--- src/hw/sgp_pkg.sv ---
// register map, reset values and field layout of the global priority/forwarding bank
package sgp_pkg;
    // register offsets on the management port
    localparam logic [7:0] REG_REMAP_LOW = 8'h0c;
    localparam logic [7:0] REG_REMAP_HIGH = 8'h0d;
    localparam logic [7:0] REG_FWD_CTRL = 8'h0e;
    localparam logic [7:0] REG_PHY_ADDR = 8'h0f;
    // reset values
    localparam logic [7:0] RST_REMAP_LOW = 8'h50;
    localparam logic [7:0] RST_REMAP_HIGH = 8'hfa;
    localparam logic [7:0] RST_FWD_CTRL = 8'h47;
    localparam logic [7:0] RST_PHY_ADDR = 8'h08;
    // writable bits; the rest hold their reset value
    localparam logic [7:0] WMASK_FWD_CTRL = 8'hc7;
    localparam logic [7:0] WMASK_PHY_ADDR = 8'hf8;
    // field positions
    localparam int FWD_EN_BIT = 7;
    localparam int DRIVE_BIT = 6;
    localparam int FWD_MASK_MSB = 2;
    localparam int PHY_LSB = 3;
    localparam int PHY_MSB = 7;
    // unusable port 1 phy address codes, port 2 address step and unmapped read data
    localparam logic [4:0] PHY_BAD_LOW = 5'h00;
    localparam logic [4:0] PHY_BAD_HI0 = 5'h1e;
    localparam logic [4:0] PHY_BAD_HI1 = 5'h1f;
    localparam logic [4:0] PHY2_STEP = 5'h01;
    localparam logic [7:0] RDATA_UNMAPPED = 8'h00;
endpackage

--- src/hw/sgp_global_cfg.sv ---
// global 802.1p remap, unknown-destination forwarding, pad drive and phy address bank
`timescale 1ns/1ns
module sgp_global_cfg (
    input wire logic core_clk_in,
    input wire logic srst_in,
    // management register port
    input wire logic [7:0] reg_addr_in,
    input wire logic reg_wr_in,
    input wire logic reg_rd_in,
    input wire logic [7:0] reg_wdata_in,
    output logic [7:0] reg_rdata_out,
    output logic reg_rvalid_out,
    // classification request from the ingress path
    input wire logic cls_valid_in,
    input wire logic [2:0] cls_tag_in,
    input wire logic cls_en_in,
    input wire logic [1:0] cls_port_prio_in,
    output logic cls_valid_out,
    output logic [1:0] cls_prio_out,
    // destination lookup miss
    input wire logic miss_valid_in,
    output logic fwd_valid_out,
    output logic fwd_override_out,
    output logic [2:0] fwd_ports_out,
    // phy management address match
    input wire logic miim_req_in,
    input wire logic [4:0] miim_addr_in,
    output logic miim_ack_out,
    output logic [1:0] miim_sel_out,
    // static settings
    output logic drive_strong_out,
    output logic [4:0] phy1_addr_out,
    output logic [4:0] phy2_addr_out
);

    // two-bit priority for a tag from the concatenated remap registers
    function automatic logic [1:0] remap_lookup(input logic [2:0] tag, input logic [7:0] low,
                                                input logic [7:0] high);
        logic [15:0] all;
        all = {high, low};
        remap_lookup = all[{tag, 1'b0} +: 2];
    endfunction

    function automatic logic phy_code_ok(input logic [4:0] code);
        phy_code_ok = (code != sgp_pkg::PHY_BAD_LOW) && (code != sgp_pkg::PHY_BAD_HI0)
                      && (code != sgp_pkg::PHY_BAD_HI1);
    endfunction

    logic [7:0] remap_low;
    logic [7:0] remap_high;
    logic [7:0] fwd_ctrl;
    logic [4:0] phy_field;
    logic [7:0] next_remap_low;
    logic [7:0] next_remap_high;
    logic [7:0] next_fwd_ctrl;
    logic [4:0] next_phy_field;
    logic [4:0] next_phy2;
    logic [7:0] next_rdata;
    logic [1:0] next_cls_prio;
    logic [2:0] next_fwd_ports;
    logic [1:0] next_miim_sel;

    // register writes; reserved bits are rebuilt from reset values so writes cannot reach them
    always_comb begin
        next_remap_low = remap_low;
        next_remap_high = remap_high;
        next_fwd_ctrl = fwd_ctrl;
        next_phy_field = phy_field;
        if (reg_wr_in) begin
            unique case (reg_addr_in)
                sgp_pkg::REG_REMAP_LOW: next_remap_low = reg_wdata_in;
                sgp_pkg::REG_REMAP_HIGH: next_remap_high = reg_wdata_in;
                sgp_pkg::REG_FWD_CTRL: begin
                    next_fwd_ctrl = (reg_wdata_in & sgp_pkg::WMASK_FWD_CTRL)
                                    | (sgp_pkg::RST_FWD_CTRL & ~sgp_pkg::WMASK_FWD_CTRL);
                end
                sgp_pkg::REG_PHY_ADDR: begin
                    // unusable codes are dropped so the pair of phy addresses stays valid
                    if (phy_code_ok(reg_wdata_in[sgp_pkg::PHY_MSB:sgp_pkg::PHY_LSB])) begin
                        next_phy_field = reg_wdata_in[sgp_pkg::PHY_MSB:sgp_pkg::PHY_LSB];
                    end
                end
                default: ;
            endcase
        end
        next_phy2 = next_phy_field + sgp_pkg::PHY2_STEP;
    end

    // read mux; unmapped offsets answer zero, and the last read data holds between reads
    always_comb begin
        next_rdata = reg_rdata_out;
        if (reg_rd_in) begin
            unique case (reg_addr_in)
                sgp_pkg::REG_REMAP_LOW: next_rdata = remap_low;
                sgp_pkg::REG_REMAP_HIGH: next_rdata = remap_high;
                sgp_pkg::REG_FWD_CTRL: next_rdata = fwd_ctrl;
                sgp_pkg::REG_PHY_ADDR: next_rdata = {phy_field, sgp_pkg::RST_PHY_ADDR[2:0]};
                default: next_rdata = sgp_pkg::RDATA_UNMAPPED;
            endcase
        end
    end

    // datapath answers use the settings as they stand, so a write lands on the next request
    always_comb begin
        next_cls_prio = cls_prio_out;
        next_fwd_ports = fwd_ports_out;
        next_miim_sel = miim_sel_out;
        if (cls_valid_in) begin
            if (cls_en_in) begin
                next_cls_prio = remap_lookup(cls_tag_in, remap_low, remap_high);
            end else begin
                next_cls_prio = cls_port_prio_in;
            end
        end
        if (miss_valid_in) begin
            if (fwd_ctrl[sgp_pkg::FWD_EN_BIT]) begin
                next_fwd_ports = fwd_ctrl[sgp_pkg::FWD_MASK_MSB:0];
            end else begin
                next_fwd_ports = 3'h0;
            end
        end
        if (miim_req_in) begin
            next_miim_sel = {miim_addr_in == phy2_addr_out, miim_addr_in == phy_field};
        end
    end

    // state and output registers
    always_ff @(posedge core_clk_in) begin
        if (srst_in) begin
            remap_low <= sgp_pkg::RST_REMAP_LOW;
            remap_high <= sgp_pkg::RST_REMAP_HIGH;
            fwd_ctrl <= sgp_pkg::RST_FWD_CTRL;
            phy_field <= sgp_pkg::RST_PHY_ADDR[sgp_pkg::PHY_MSB:sgp_pkg::PHY_LSB];
            phy2_addr_out <= sgp_pkg::RST_PHY_ADDR[sgp_pkg::PHY_MSB:sgp_pkg::PHY_LSB]
                             + sgp_pkg::PHY2_STEP;
            reg_rdata_out <= sgp_pkg::RDATA_UNMAPPED;
            reg_rvalid_out <= 1'b0;
            cls_valid_out <= 1'b0;
            cls_prio_out <= 2'h0;
            fwd_valid_out <= 1'b0;
            fwd_ports_out <= 3'h0;
            miim_ack_out <= 1'b0;
            miim_sel_out <= 2'h0;
        end else begin
            remap_low <= next_remap_low;
            remap_high <= next_remap_high;
            fwd_ctrl <= next_fwd_ctrl;
            phy_field <= next_phy_field;
            phy2_addr_out <= next_phy2;
            reg_rdata_out <= next_rdata;
            reg_rvalid_out <= reg_rd_in;
            cls_valid_out <= cls_valid_in;
            cls_prio_out <= next_cls_prio;
            fwd_valid_out <= miss_valid_in;
            fwd_ports_out <= next_fwd_ports;
            miim_ack_out <= miim_req_in;
            miim_sel_out <= next_miim_sel;
        end
    end

    // static settings come straight from the bank
    assign drive_strong_out = fwd_ctrl[sgp_pkg::DRIVE_BIT];
    assign fwd_override_out = fwd_ctrl[sgp_pkg::FWD_EN_BIT];
    assign phy1_addr_out = phy_field;
endmodule // sgp_global_cfg

--- config.mk ---
export PLATFORM = sky130hd
export DESIGN_NAME = sgp_global_cfg
export DESIGN_NICKNAME = d
export VERILOG_FILES = /design/src/hw/sgp_pkg.sv /design/src/hw/sgp_global_cfg.sv
export SDC_FILE = /design/constraint.sdc
export NUM_CORES = 1
export LEC_CHECK = 0
export BUFFER_PORTS_ARGS = -buffer_cell sky130_fd_sc_hd__buf_2
export CORE_MARGIN = 2
export CORE_UTILIZATION = 49
export CTS_BUF_LIST = sky130_fd_sc_hd__clkbuf_4 sky130_fd_sc_hd__clkbuf_8
export DETAILED_ROUTE_END_ITERATION = 6
export PLACE_DENSITY = 0.86
export SYNTH_ARGS = -nofsm -noshare
export SYNTH_HDL_FRONTEND = slang
export SYNTH_SLANG_ARGS = --single-unit
--- constraint.sdc ---
create_clock -name core_clk_in -period 1.46 [get_ports core_clk_in]
set_input_delay 0.146 -clock core_clk_in [delete_from_list [all_inputs] [get_ports core_clk_in]]
set_output_delay 0.146 -clock core_clk_in [all_outputs]
set_load 0.05 [all_outputs]
==> reports/metrics.yaml, run 1 <==
detailed_routing:
  drtAntennaViolNets: 0
  wl_mm: 5.841
  drcViolationCount: 0
  firstDrtPassIters: 4
  via_per_inst: 5.380
  drt_first_iter_violations: 68
  wire_per_inst_microns: 14.49
  num_vias: 2168
yosys:
  synth_edf_count: 0
  synthFlopType: "dfxtp_1"
  synth_cell_types: 37
  async_flop_share: 0
  avgSynthCellArea_sq_um: 9.253
  synth_area_sq_um: 2434
  synth-seq-cells: 50
  seq_area_frac_synth: 0.4113
  synth-warning-count: 0
  synth_cells: 263
  syn_nets: 297
grt:
  grt_max_degree: 33
  grt_pass1_wl_mm: 9.225
  grtUsageTotal: 0.2194
  overflow: 0
  antenna_found_initial: 0
  grt_pass1_vias: 1965
power:
  powerDensity_nw_per_um2: 851.2
  vdd_drop_max_uv: 479.9
  p_leak_uw: 0.001291
clock_tree:
  hold_buffers: 0
  clockBufferDepth: 2
  post_cts.repair.setup_buffers: 0
  clock-sinks: 50
  ctsHtreeMaxLevel: 2
  clk-insertion-delay-late_ps: 310
  cts_root_buffer: "clkbuf_8"
  cts_buffers: 5
  cts_tree: "built"
  clk_pin_slew_ps: 110
  ctsResizeCount: 0
layout:
  fin_nets: 369
  stdcell_area_sq_um: 3018
  fill_cells: 404
  most-common-layout-cells: "64 x buf_2, 49 x dfxtp_1, 31 x nor2_1"
  layout_commonest_cell: "buf_2"
  diodes: 0
  drive_gt1_frac: 0.3155
  area_growth_pct: 24.01
hold_path:
  min_delay_path_depth: 2
  hp-class: "in2reg"
  worstHoldStart: "reg_wdata_in[2]"
  hold_end: "fwd_ctrl[2]$_SDFFE_PP1P_"
floorplan:
  start_util: 0.5118
  dieArea_sq_um: 5547
  rows: 25
  ios: 65
  core-area_sq_um: 4755
  die_h_microns: 74.48
  dieWidth_microns: 74.48
worst_setup_path:
  worstSetupPathType: "reg2out"
  r2r-end: "phy2_addr_out[4]$_SDFF_PP0_"
  path_cells: "buf_2"
  cp.required_ps: 1310
  cp.buffers_inverters: 1
  cpMaxStageDelayCell: "dfxtp_1"
  ff2ff_setup_slack_ps: 190
  cpPeakStageDelay_ps: 530
  crit_path_max_fanout: 8
  startpoint: "phy1_addr_out[1]$_SDFF_PP0_"
  startpoint_type: "flop"
  endpoint_kind: "output pin"
  worst-endpoint-arrival_ps: 1170
  r2r_cells: 4
  r2r_start: "phy1_addr_out[1]$_SDFF_PP0_"
  path_delay_family: "flip-flops"
placed_design:
  placed_area_sq_um: 2920
  portBuffers: 64
  hpwl_mm: 4.379
  globalplace.congestion: 0.8294
job:
  cap_violations: 0
timing:
  slew_headroom: 0.7379
  maxSlewViolCount: 0
  fin_worst_skew_ps: 8.778
  finalCriticalPeriod_ps: 1314
  rsz0062_at_grt: "no"
  setup_viol: 0
  hold_slack_ps: 57.68
  worst_pin_slew_ps: 393.1
  finalHoldViolations: 0
  timing.fmax_ghz: 0.7609
  timing.final.crit_share: 0.9002
outcome:
  status: "finished clean"
[where the power goes]
group	leakage (uW)	internal (uW)	switching (uW)
registers	0.000405	1380	4.71
clock network	0.0000506	359	509
logic	0.000835	135	185
[sequential cells by signal, summed over array words and instances, names as in the netlist]
register / flops
miim_ack_out: 1
reg_rdata_out: 8
miim_sel_out: 2
fwd_valid_out: 1
reg_rvalid_out: 1
fwd_ports_out: 3
cls_valid_out: 1
phy2_addr_out: 5
cls_prio_out: 2
fwd_ctrl: 5
remap_high: 8
remap_low: 8
phy1_addr_out: 5
[cell type report]
cell class	instances	area, sq um	area share
Timing Repair Buffer	81	473.0	0.1567
Tap cell	67	83.83	0.02778
Clock buffer	5	68.82	0.02280
Inverter	2	7.507	0.002488
Clock inverter	3	28.78	0.009536
Sequential cell	50	1002	0.3321
Multi-Input combinational cell	195	1354	0.4486
[layer usage]
| metal | track usage | wire, microns | part of all wire |
|---|---|---|---|
| met3 | 0.04065 | 265 | 0.045 |
| met1 | 0.2773 | 2507 | 0.43 |
| met5 | 0 | 0 | 0 |
| met2 | 0.3736 | 2965 | 0.51 |
| met4 | 0.08135 | 102 | 0.017 |
[worst max-delay path by stage]
| stage | cells past startpoint | slack, ps | end |
|---|---|---|---|
| 3_5_place_dp | 5 | -80 | phy2_addr_out[4]$_SDFF_PP0_ |
| 6_report | 1 | 150 | phy1_addr_out[1] |
| 5_1_grt | 4 | 90 | phy2_addr_out[4]$_SDFF_PP0_ |
| 2_1_floorplan | 5 | -20 | phy2_addr_out[0]$_SDFF_PP0_ |
| 4_1_cts | 1 | 140 | phy1_addr_out[3] |
| 3_3_place_gp | 5 | -50 | phy2_addr_out[3]$_SDFF_PP0_ |
[synthesized netlist by cell type, types with 2 or more instances]
| cell type | n | share of area |
|---|---|---|
| dfxtp_1 | 50 | 0.41 |
| nor2_1 | 31 | 0.048 |
| a21oi_1 | 22 | 0.045 |
| mux2i_1 | 20 | 0.082 |
| nand2b_1 | 13 | 0.033 |
| nand3_1 | 13 | 0.027 |
| xor2_1 | 12 | 0.043 |
| clkbuf_1 | 11 | 0.017 |
| nor3_1 | 10 | 0.021 |
| nor2b_1 | 9 | 0.023 |
| nand2_1 | 8 | 0.012 |
| nand4_1 | 8 | 0.021 |
| a22oi_1 | 5 | 0.015 |
| a211o_1 | 4 | 0.014 |
| mux2_4 | 4 | 0.025 |
| mux4_2 | 4 | 0.037 |
| o21ai_0 | 4 | 0.0082 |
| xnor2_1 | 4 | 0.014 |
| a2bb2oi_1 | 3 | 0.011 |
| buf_2 | 3 | 0.0062 |
| mux2_2 | 3 | 0.014 |
| o2bb2ai_1 | 3 | 0.011 |
| and2_1 | 2 | 0.0051 |
| nand3b_1 | 2 | 0.0062 |
| or2_2 | 2 | 0.0051 |
| or2b_1 | 2 | 0.0062 |
[cells by family (layout without fill, tap and decap cells)]
kind of cell,Yosys count,after routing,synth area share
and+or+nand+nor,106,106,0.2308
buffers and inverters,18,91,0.03238
muxes,31,31,0.1578
DFF,50,50,0.4113
AOI/OAI and AO/OA,42,42,0.1100
xor gates and xnor gates,16,16,0.05758
[metrics by stage]
step	setup WS, ps	utilization	power (uW)	std cells	setup TNS [ps]
finish	145.8	0.6347	2569	403	0
detailed placement	-77.85	0.6142	1729	395	-552.4
global route	91.15	0.6347	2660	403	0
CTS	140.6	0.6347	2584	403	0
floorplan	-18.35	-	1602	263	-73.38
global placement	-53.45	0.6142	1722	395	-301.4
No activity file was read; power rests on OpenSTA's default activity.
==> run 2: changes to the inputs <==
==> constraint.sdc (replaced) <==
create_clock -name core_clk_in -period 1.46 [get_ports core_clk_in]
set_input_delay 0.219 -clock core_clk_in [delete_from_list [all_inputs] [get_ports core_clk_in]]
set_output_delay 0.219 -clock core_clk_in [all_outputs]
set_load 0.05 [all_outputs]
==> run 2 against run 1 <==
Fmax is 5.6% lower; worst hold slack better by 100 ps; utilization is 0.079 points higher; first-iteration DRC count grew to 2.5 times the previous value; clock skew hardly changed; flip-flop and latch count stayed put; wire length is 1.2% higher.
==> reports/metrics.yaml, run 2 (synthesized netlist as in run 1, its figures left out) <==
worst_setup_path:
  crit_cells: 1  # unchanged
  cp.required_ps: 1240  # was 1310 ps
  crit_path_max_fanout: 8  # unchanged
  cpPeakStageDelay_ps: 540  # was 530 ps
  path_delay_family: "flip-flops"  # unchanged
  r2r_cells: 4  # unchanged
  startpoint_type: "flop"  # unchanged
  worst-endpoint-arrival_ps: 1170  # about the same
  cp.buffers_inverters: 1  # unchanged
  endpoint_kind: "output pin"  # unchanged
  worstSetupPathType: "reg2out"  # unchanged
  cpMaxStageDelayCell: "dfxtp_1"  # unchanged
  path_cells: "buf_2"  # unchanged
clock_tree:
  clk-insertion-delay-late_ps: 300  # was 310 ps
  cts_root_buffer: "clkbuf_8"  # unchanged
  post_cts.repair.setup_buffers: 0  # unchanged
  clk_pin_slew_ps: 90  # was 110 ps
  clock-sinks: 50  # unchanged
  cts_tree: "built"  # unchanged
  cts_buffers: 5  # unchanged
  clockBufferDepth: 2  # unchanged
  hold_buffers: 0  # unchanged
  ctsResizeCount: 0  # unchanged
  ctsHtreeMaxLevel: 2  # unchanged
timing:
  maxSlewViolCount: 0  # unchanged
  fin_worst_skew_ps: 8.847  # was 8.778 ps
  slew_headroom: 0.7468  # was 0.7379
  timing.fmax_ghz: 0.7182  # was 0.7609 GHz
  rsz0062_at_grt: "no"  # unchanged
  setup_tns_ps: 0  # unchanged
  finalCriticalPeriod_ps: 1392  # was 1314 ps
  setup_viol: 0  # unchanged
  worst_pin_slew_ps: 379.8  # was 393.1 ps
  timing.final.crit_share: 0.9536  # was 0.9002
  finalHoldViolations: 0  # unchanged
grt:
  overflow: 0  # unchanged
  antenna_found_initial: 0  # unchanged
  grtUsageTotal: 0.2240  # was 0.2194
  grt_pass1_wl_mm: 9.473  # was 9.225 mm
  grt_max_degree: 31  # was 33
  grt_pass1_vias: 2053  # was 1965
layout:
  diodes: 0  # unchanged
  drive_gt1_frac: 0.3145  # was 0.3155
  fin_nets: 370  # was 369
  layout_commonest_cell: "buf_2"  # unchanged
  most-common-layout-cells: "64 x buf_2, 50 x dfxtp_1, 31 x nor2_1"  # was 64 x buf_2, 49 x dfxtp_1, 31 x nor2_1
  area_growth_pct: 24.16  # was 24.01%
  stdcell_area_sq_um: 3022  # was 3018 sq um
  reg_top3: "reg_rdata_out x8, remap_high x8, remap_low x8"  # unchanged
detailed_routing:
  via_per_inst: 5.379  # was 5.380
  drtAntennaViolNets: 0  # unchanged
  drt_first_iter_violations: 173  # was 68
  wire_per_inst_microns: 14.63  # was 14.49 microns
  num_vias: 2173  # was 2168
  firstDrtPassIters: 4  # unchanged
  drcViolationCount: 0  # unchanged
  wl_mm: 5.909  # was 5.841 mm
floorplan:
  ios: 65  # unchanged
  die_h_microns: 74.48  # unchanged
  start_util: 0.5118  # unchanged
  dieWidth_microns: 74.48  # unchanged
  core-area_sq_um: 4755  # unchanged
  dieArea_sq_um: 5547  # unchanged
  rows: 25  # unchanged
power:
  vdd_drop_max_uv: 556.0  # was 479.9 uV
  p_leak_uw: 0.001297  # was 0.001291 uW
  powerDensity_nw_per_um2: 835.9  # was 851.2 nW/um^2
placed_design:
  hpwl_mm: 4.468  # was 4.379 mm
  portBuffers: 64  # unchanged
  placed_area_sq_um: 2927  # was 2920 sq um
  globalplace.congestion: 0.8186  # was 0.8294
job:
  cap_violations: 0  # unchanged
hold_path:
  min_delay_path_depth: 2  # unchanged
  hp-class: "in2reg"  # unchanged
outcome:
  status: "finished clean"  # unchanged
-- run 2: changes by cell type in the layout (fill, tap and decap cells not counted) --
cell	before	now
clkbuf_4	0	1
clkbuf_8	5	6
dfxtp_2	1	0
clkinv_2	0	1
clkinv_4	1	0
inv_8	1	0
inv_6	1	0
buf_4	15	16
dfxtp_1	49	50
-- run 2: metal layers --
metal,global-route usage,wire length [microns],vias up,share of wire
li1,-,-,1066,-
met5,0,0,-,0
met1,0.2723,2507,1036,0.42
met3,0.03930,252,7,0.043
met2,0.3982,3060,64,0.52
met4,0.07738,89,0,0.015
-- run 2: cell type report --
type / instances / area (sq um)
clock buffer: 7 / 90.09
clock inverter: 1 / 5.005
fill: 410 / 1733
inverter: 2 / 7.507
multi-input combinational: 195 / 1354
sequential: 50 / 1001
tap: 67 / 83.83
timing repair buffer: 82 / 480.5
-- run 2: where the power goes --
| part | leakage [uW] | internal (uW) | switching, uW |
|---|---|---|---|
| Sequential | 0.000405 | 1370 | 4.58 |
| Clock | 0.0000517 | 401 | 426 |
| Combinational | 0.000840 | 135 | 185 |
| Total | 0.00130 | 1910 | 615 |
-- run 2: path summary, 6_finish.rpt --
check	start	end	slack, ps
worst max register to register	phy1_addr_out[1]$_SDFF_PP0_	phy2_addr_out[4]$_SDFF_PP0_	160
worst max-delay path	phy1_addr_out[1]$_SDFF_PP0_	phy1_addr_out[1]	70
worst min-delay path	reg_wdata_in[2]	fwd_ctrl[2]$_SDFFE_PP1P_	160
worst min register to register	reg_rdata_out[7]$_SDFFE_PP0P_	reg_rdata_out[7]$_SDFFE_PP0P_	460
-- run 2: through the flow --
| step | total power (uW) | hold WS (ps) | worst slack (ps) | std cells | util |
|---|---|---|---|---|---|
| floorplan | 1602 | 298.1 | -91.35 | 263 | - |
| global placement | 1721 | 440.6 | -132.8 | 396 | 0.6155 |
| detailed placement | 1729 | 445.5 | -173.3 | 396 | 0.6155 |
| CTS | 2541 | 156.1 | 88.86 | 404 | 0.6355 |
| global route | 2625 | 160.8 | 15.71 | 404 | 0.6355 |
| finish | 2526 | 157.7 | 67.72 | 404 | 0.6355 |
==> run 3: changes to the inputs <==
--- a/config.mk
+++ b/config.mk
@@ -5,6 +5,7 @@
 export SDC_FILE = /design/constraint.sdc
 export NUM_CORES = 1
 export LEC_CHECK = 0
+export ABC_AREA = 1
 export BUFFER_PORTS_ARGS = -buffer_cell sky130_fd_sc_hd__buf_2
 export CORE_MARGIN = 2
 export CORE_UTILIZATION = 49
==> run 3 against run 2 <==
Global-route usage is 0.23 points higher; clock skew is 5.2 ps lower; combinational power is 12% lower; non-clock buffer count is 6 lower; highest routed layer unchanged; critical endpoint is now fwd_override_out; worst hold slack worse by 27 ps; largest power group unchanged.
==> reports/metrics.yaml, run 3 <==
outcome:
  status: "finished clean"  # unchanged
yosys:
  async_flop_share: 0  # unchanged
  seq_area_frac_synth: 0.4233  # was 0.4113
  post_synth_xor_area_fraction: 0.02593  # was 0.05758
  synth_area_leader_cell: "dfxtp_1"  # unchanged
  synth_cells: 314  # was 263
  synth_area_leaders: "dfxtp_1 42%, nand2_1 9.0%, inv_1 5.6%"  # was dfxtp_1 41%, mux2i_1 8.2%, nor2_1 4.8%
  synth_top_family_by_area: "simple AND/OR/NAND/NOR gates"  # unchanged
  synth_top_cell_area_share: 0.4233  # was 0.4113
  synth-seq-cells: 50  # unchanged
  syn_nets: 348  # was 297
  yosysMostFrequentCell: "nand2_1"  # was dfxtp_1
  synth-warning-count: 0  # unchanged
  ys_top_cells_by_count: "57 x nand2_1, 50 x dfxtp_1, 35 x inv_1"  # was 50 x dfxtp_1, 31 x nor2_1, 22 x a21oi_1
  synth_fa_ha_area_frac: 0  # unchanged
  yosys.area_share.simple: 0.2772  # was 0.2308
  avgSynthCellArea_sq_um: 7.531  # was 9.253 sq um
  synthFlopType: "dfxtp_1"  # unchanged
  synth_cell_types: 32  # was 37
  synth_edf_count: 0  # unchanged
  muxShareOfSynthArea: 0  # was 0.1578
  synth_compound_area_frac: 0.1910  # was 0.1100
  synth_area_sq_um: 2365  # was 2434 sq um
layout:
  multi_input_area_sq_um: 1169  # was 1354 sq um
  area_growth_pct: 22.86  # was 24.16%
  stdcell_area_sq_um: 2905  # was 3022 sq um
  layout_commonest_cell: "buf_2"  # unchanged
  reg_top3: "reg_rdata_out x8, remap_high x8, remap_low x8"  # unchanged
  fill_cells: 433  # was 410
  seqCellArea_sq_um: 1001  # unchanged
  fin_nets: 421  # was 370
  drive_gt1_frac: 0.2706  # was 0.3145
  most-common-layout-cells: "64 x buf_2, 57 x nand2_1, 50 x dfxtp_1"  # was 64 x buf_2, 50 x dfxtp_1, 31 x nor2_1
  diodes: 0  # unchanged
timing:
  setup_viol: 0  # unchanged
  finalHoldViolations: 0  # unchanged
  finalCriticalPeriod_ps: 1264  # was 1392 ps
  maxSlewViolCount: 0  # unchanged
  timing.final.crit_share: 0.8655  # was 0.9536
  slew_headroom: 0.7982  # was 0.7468
  rsz0062_at_grt: "no"  # unchanged
  timing.fmax_ghz: 0.7914  # was 0.7182 GHz
  worst_pin_slew_ps: 299.5  # was 379.8 ps
  fin_worst_skew_ps: 3.615  # was 8.847 ps
detailed_routing:
  firstDrtPassIters: 4  # unchanged
  drtAntennaViolNets: 0  # unchanged
  wire_per_inst_microns: 13.51  # was 14.63 microns
  num_vias: 2379  # was 2173
  drcViolationCount: 0  # unchanged
  via_per_inst: 5.382  # was 5.379
  drt_first_iter_violations: 246  # was 173
  wl_mm: 5.972  # was 5.909 mm
placed_design:
  hpwl_mm: 4.661  # was 4.468 mm
  placed_area_sq_um: 2810  # was 2927 sq um
  globalplace.congestion: 0.8861  # was 0.8186
  portBuffers: 64  # unchanged
clock_tree:
  cts_tree: "built"  # unchanged
  clockBufferDepth: 2  # unchanged
  post_cts.repair.setup_buffers: 0  # unchanged
  cts_buffers: 5  # unchanged
  clk-insertion-delay-late_ps: 300  # about the same
  clk_pin_slew_ps: 80  # was 90 ps
  cts_root_buffer: "clkbuf_8"  # unchanged
  ctsResizeCount: 0  # unchanged
  clock-sinks: 50  # unchanged
  ctsHtreeMaxLevel: 2  # unchanged
  hold_buffers: 0  # unchanged
worst_setup_path:
  cp.buffers_inverters: 1  # unchanged
  cpPeakStageDelay_ps: 440  # was 540 ps
  endpoint_kind: "output pin"  # unchanged
  crit_path_max_fanout: 6  # was 8
  path_cells: "buf_2"  # unchanged
  worst-endpoint-arrival_ps: 1040  # was 1170 ps
  path_delay_family: "flip-flops"  # unchanged
  worstSetupPathType: "reg2out"  # unchanged
  cpMaxStageDelayCell: "dfxtp_1"  # unchanged
  startpoint_type: "flop"  # unchanged
  cp.required_ps: 1240  # about the same
grt:
  grt_pass1_vias: 2134  # was 2053
  grt_max_degree: 27  # was 31
  grtUsageTotal: 0.2264  # was 0.2240
  grt_pass1_wl_mm: 9.515  # was 9.473 mm
  overflow: 0  # unchanged
  antenna_found_initial: 0  # unchanged
floorplan:
  start_util: 0.5040  # was 0.5118
  dieArea_sq_um: 5398  # was 5547 sq um
  ios: 65  # unchanged
  core-area_sq_um: 4692  # was 4755 sq um
  die_h_microns: 73.47  # was 74.48 microns
  dieWidth_microns: 73.47  # was 74.48 microns
  rows: 25  # unchanged
power:
  power.total_uw: 2502  # was 2526 uW
  vdd_drop_max_uv: 431.8  # was 556.0 uV
  powerDensity_nw_per_um2: 861.2  # was 835.9 nW/um^2
  p_leak_uw: 0.001404  # was 0.001297 uW
hold_path:
  hp-class: "in2reg"  # unchanged
job:
  cap_violations: 0  # unchanged
-- run 3: changes by cell type after synthesis, sizes merged, moves of 7 or more --
cell	change
o211ai	+16
o21ai	+22
inv	+38
mux2i	-20
nor3	-7
nor2b	-9
mux2	-7
nand2	+56
nand3	+7
nand2b	-13
xor2	-10
clkbuf	-7
-- run 3: kinds of logic after synthesis --
kind of cell / after synthesis
AO/OA/AOI/OAI: 76
XOR/XNOR: 7
buffers and inverters: 50
flip-flops: 50
AND/OR/NAND/NOR: 131
-- run 3: power by group --
group          internal, uW  total [uW]  switching (uW)
logic                  90.7         282             191
clock network           401         836             435
registers              1380        1380            6.36
-- run 3: routing by layer --
layer	GRT usage	up-vias	part of all wire
li1	-	1190	-
met4	0.09899	0	0.022
met3	0.04938	15	0.064
met1	0.2756	1093	0.42
met2	0.3819	81	0.49
met5	0	-	0
-- run 3: worst paths after layout --
check / from / to / slack (ps) / cells past startpoint
max: fwd_ctrl[7]$_SDFFE_PP0P_ / fwd_override_out / 200 / 1
min: miim_req_in / miim_sel_out[0]$_SDFFE_PP0P_ / 130 / 2
min reg2reg: reg_rdata_out[6]$_SDFFE_PP0P_ / reg_rdata_out[6]$_SDFFE_PP0P_ / 470 / 2
max reg2reg: phy1_addr_out[1]$_SDFF_PP0_ / phy2_addr_out[4]$_SDFF_PP0_ / 340 / 7
-- run 3: cell type report --
cell class	count	area share
multi-input cells	214	0.4022
flip-flops and latches	50	0.3445
repair buffers	76	0.1456
inverters	40	0.05168
clock buffers	7	0.03101
well taps	54	0.02326
clock inverters	1	0.001723
-- run 3: per-stage QoR --
step           instances  utilization  setup TNS, ps  hold slack [ps]  worst slack (ps)
3_3_place_gp         434       0.5989              0            448.3             45.39
6_report             442       0.6192              0            130.6             196.4
3_5_place_dp         434       0.5989         -48.32            449.7            -36.54
4_1_cts              442       0.6192              0            126.9             202.7
5_1_grt              442       0.6192              0            147.6             124.0
2_1_floorplan        314            -              0            312.5             105.6
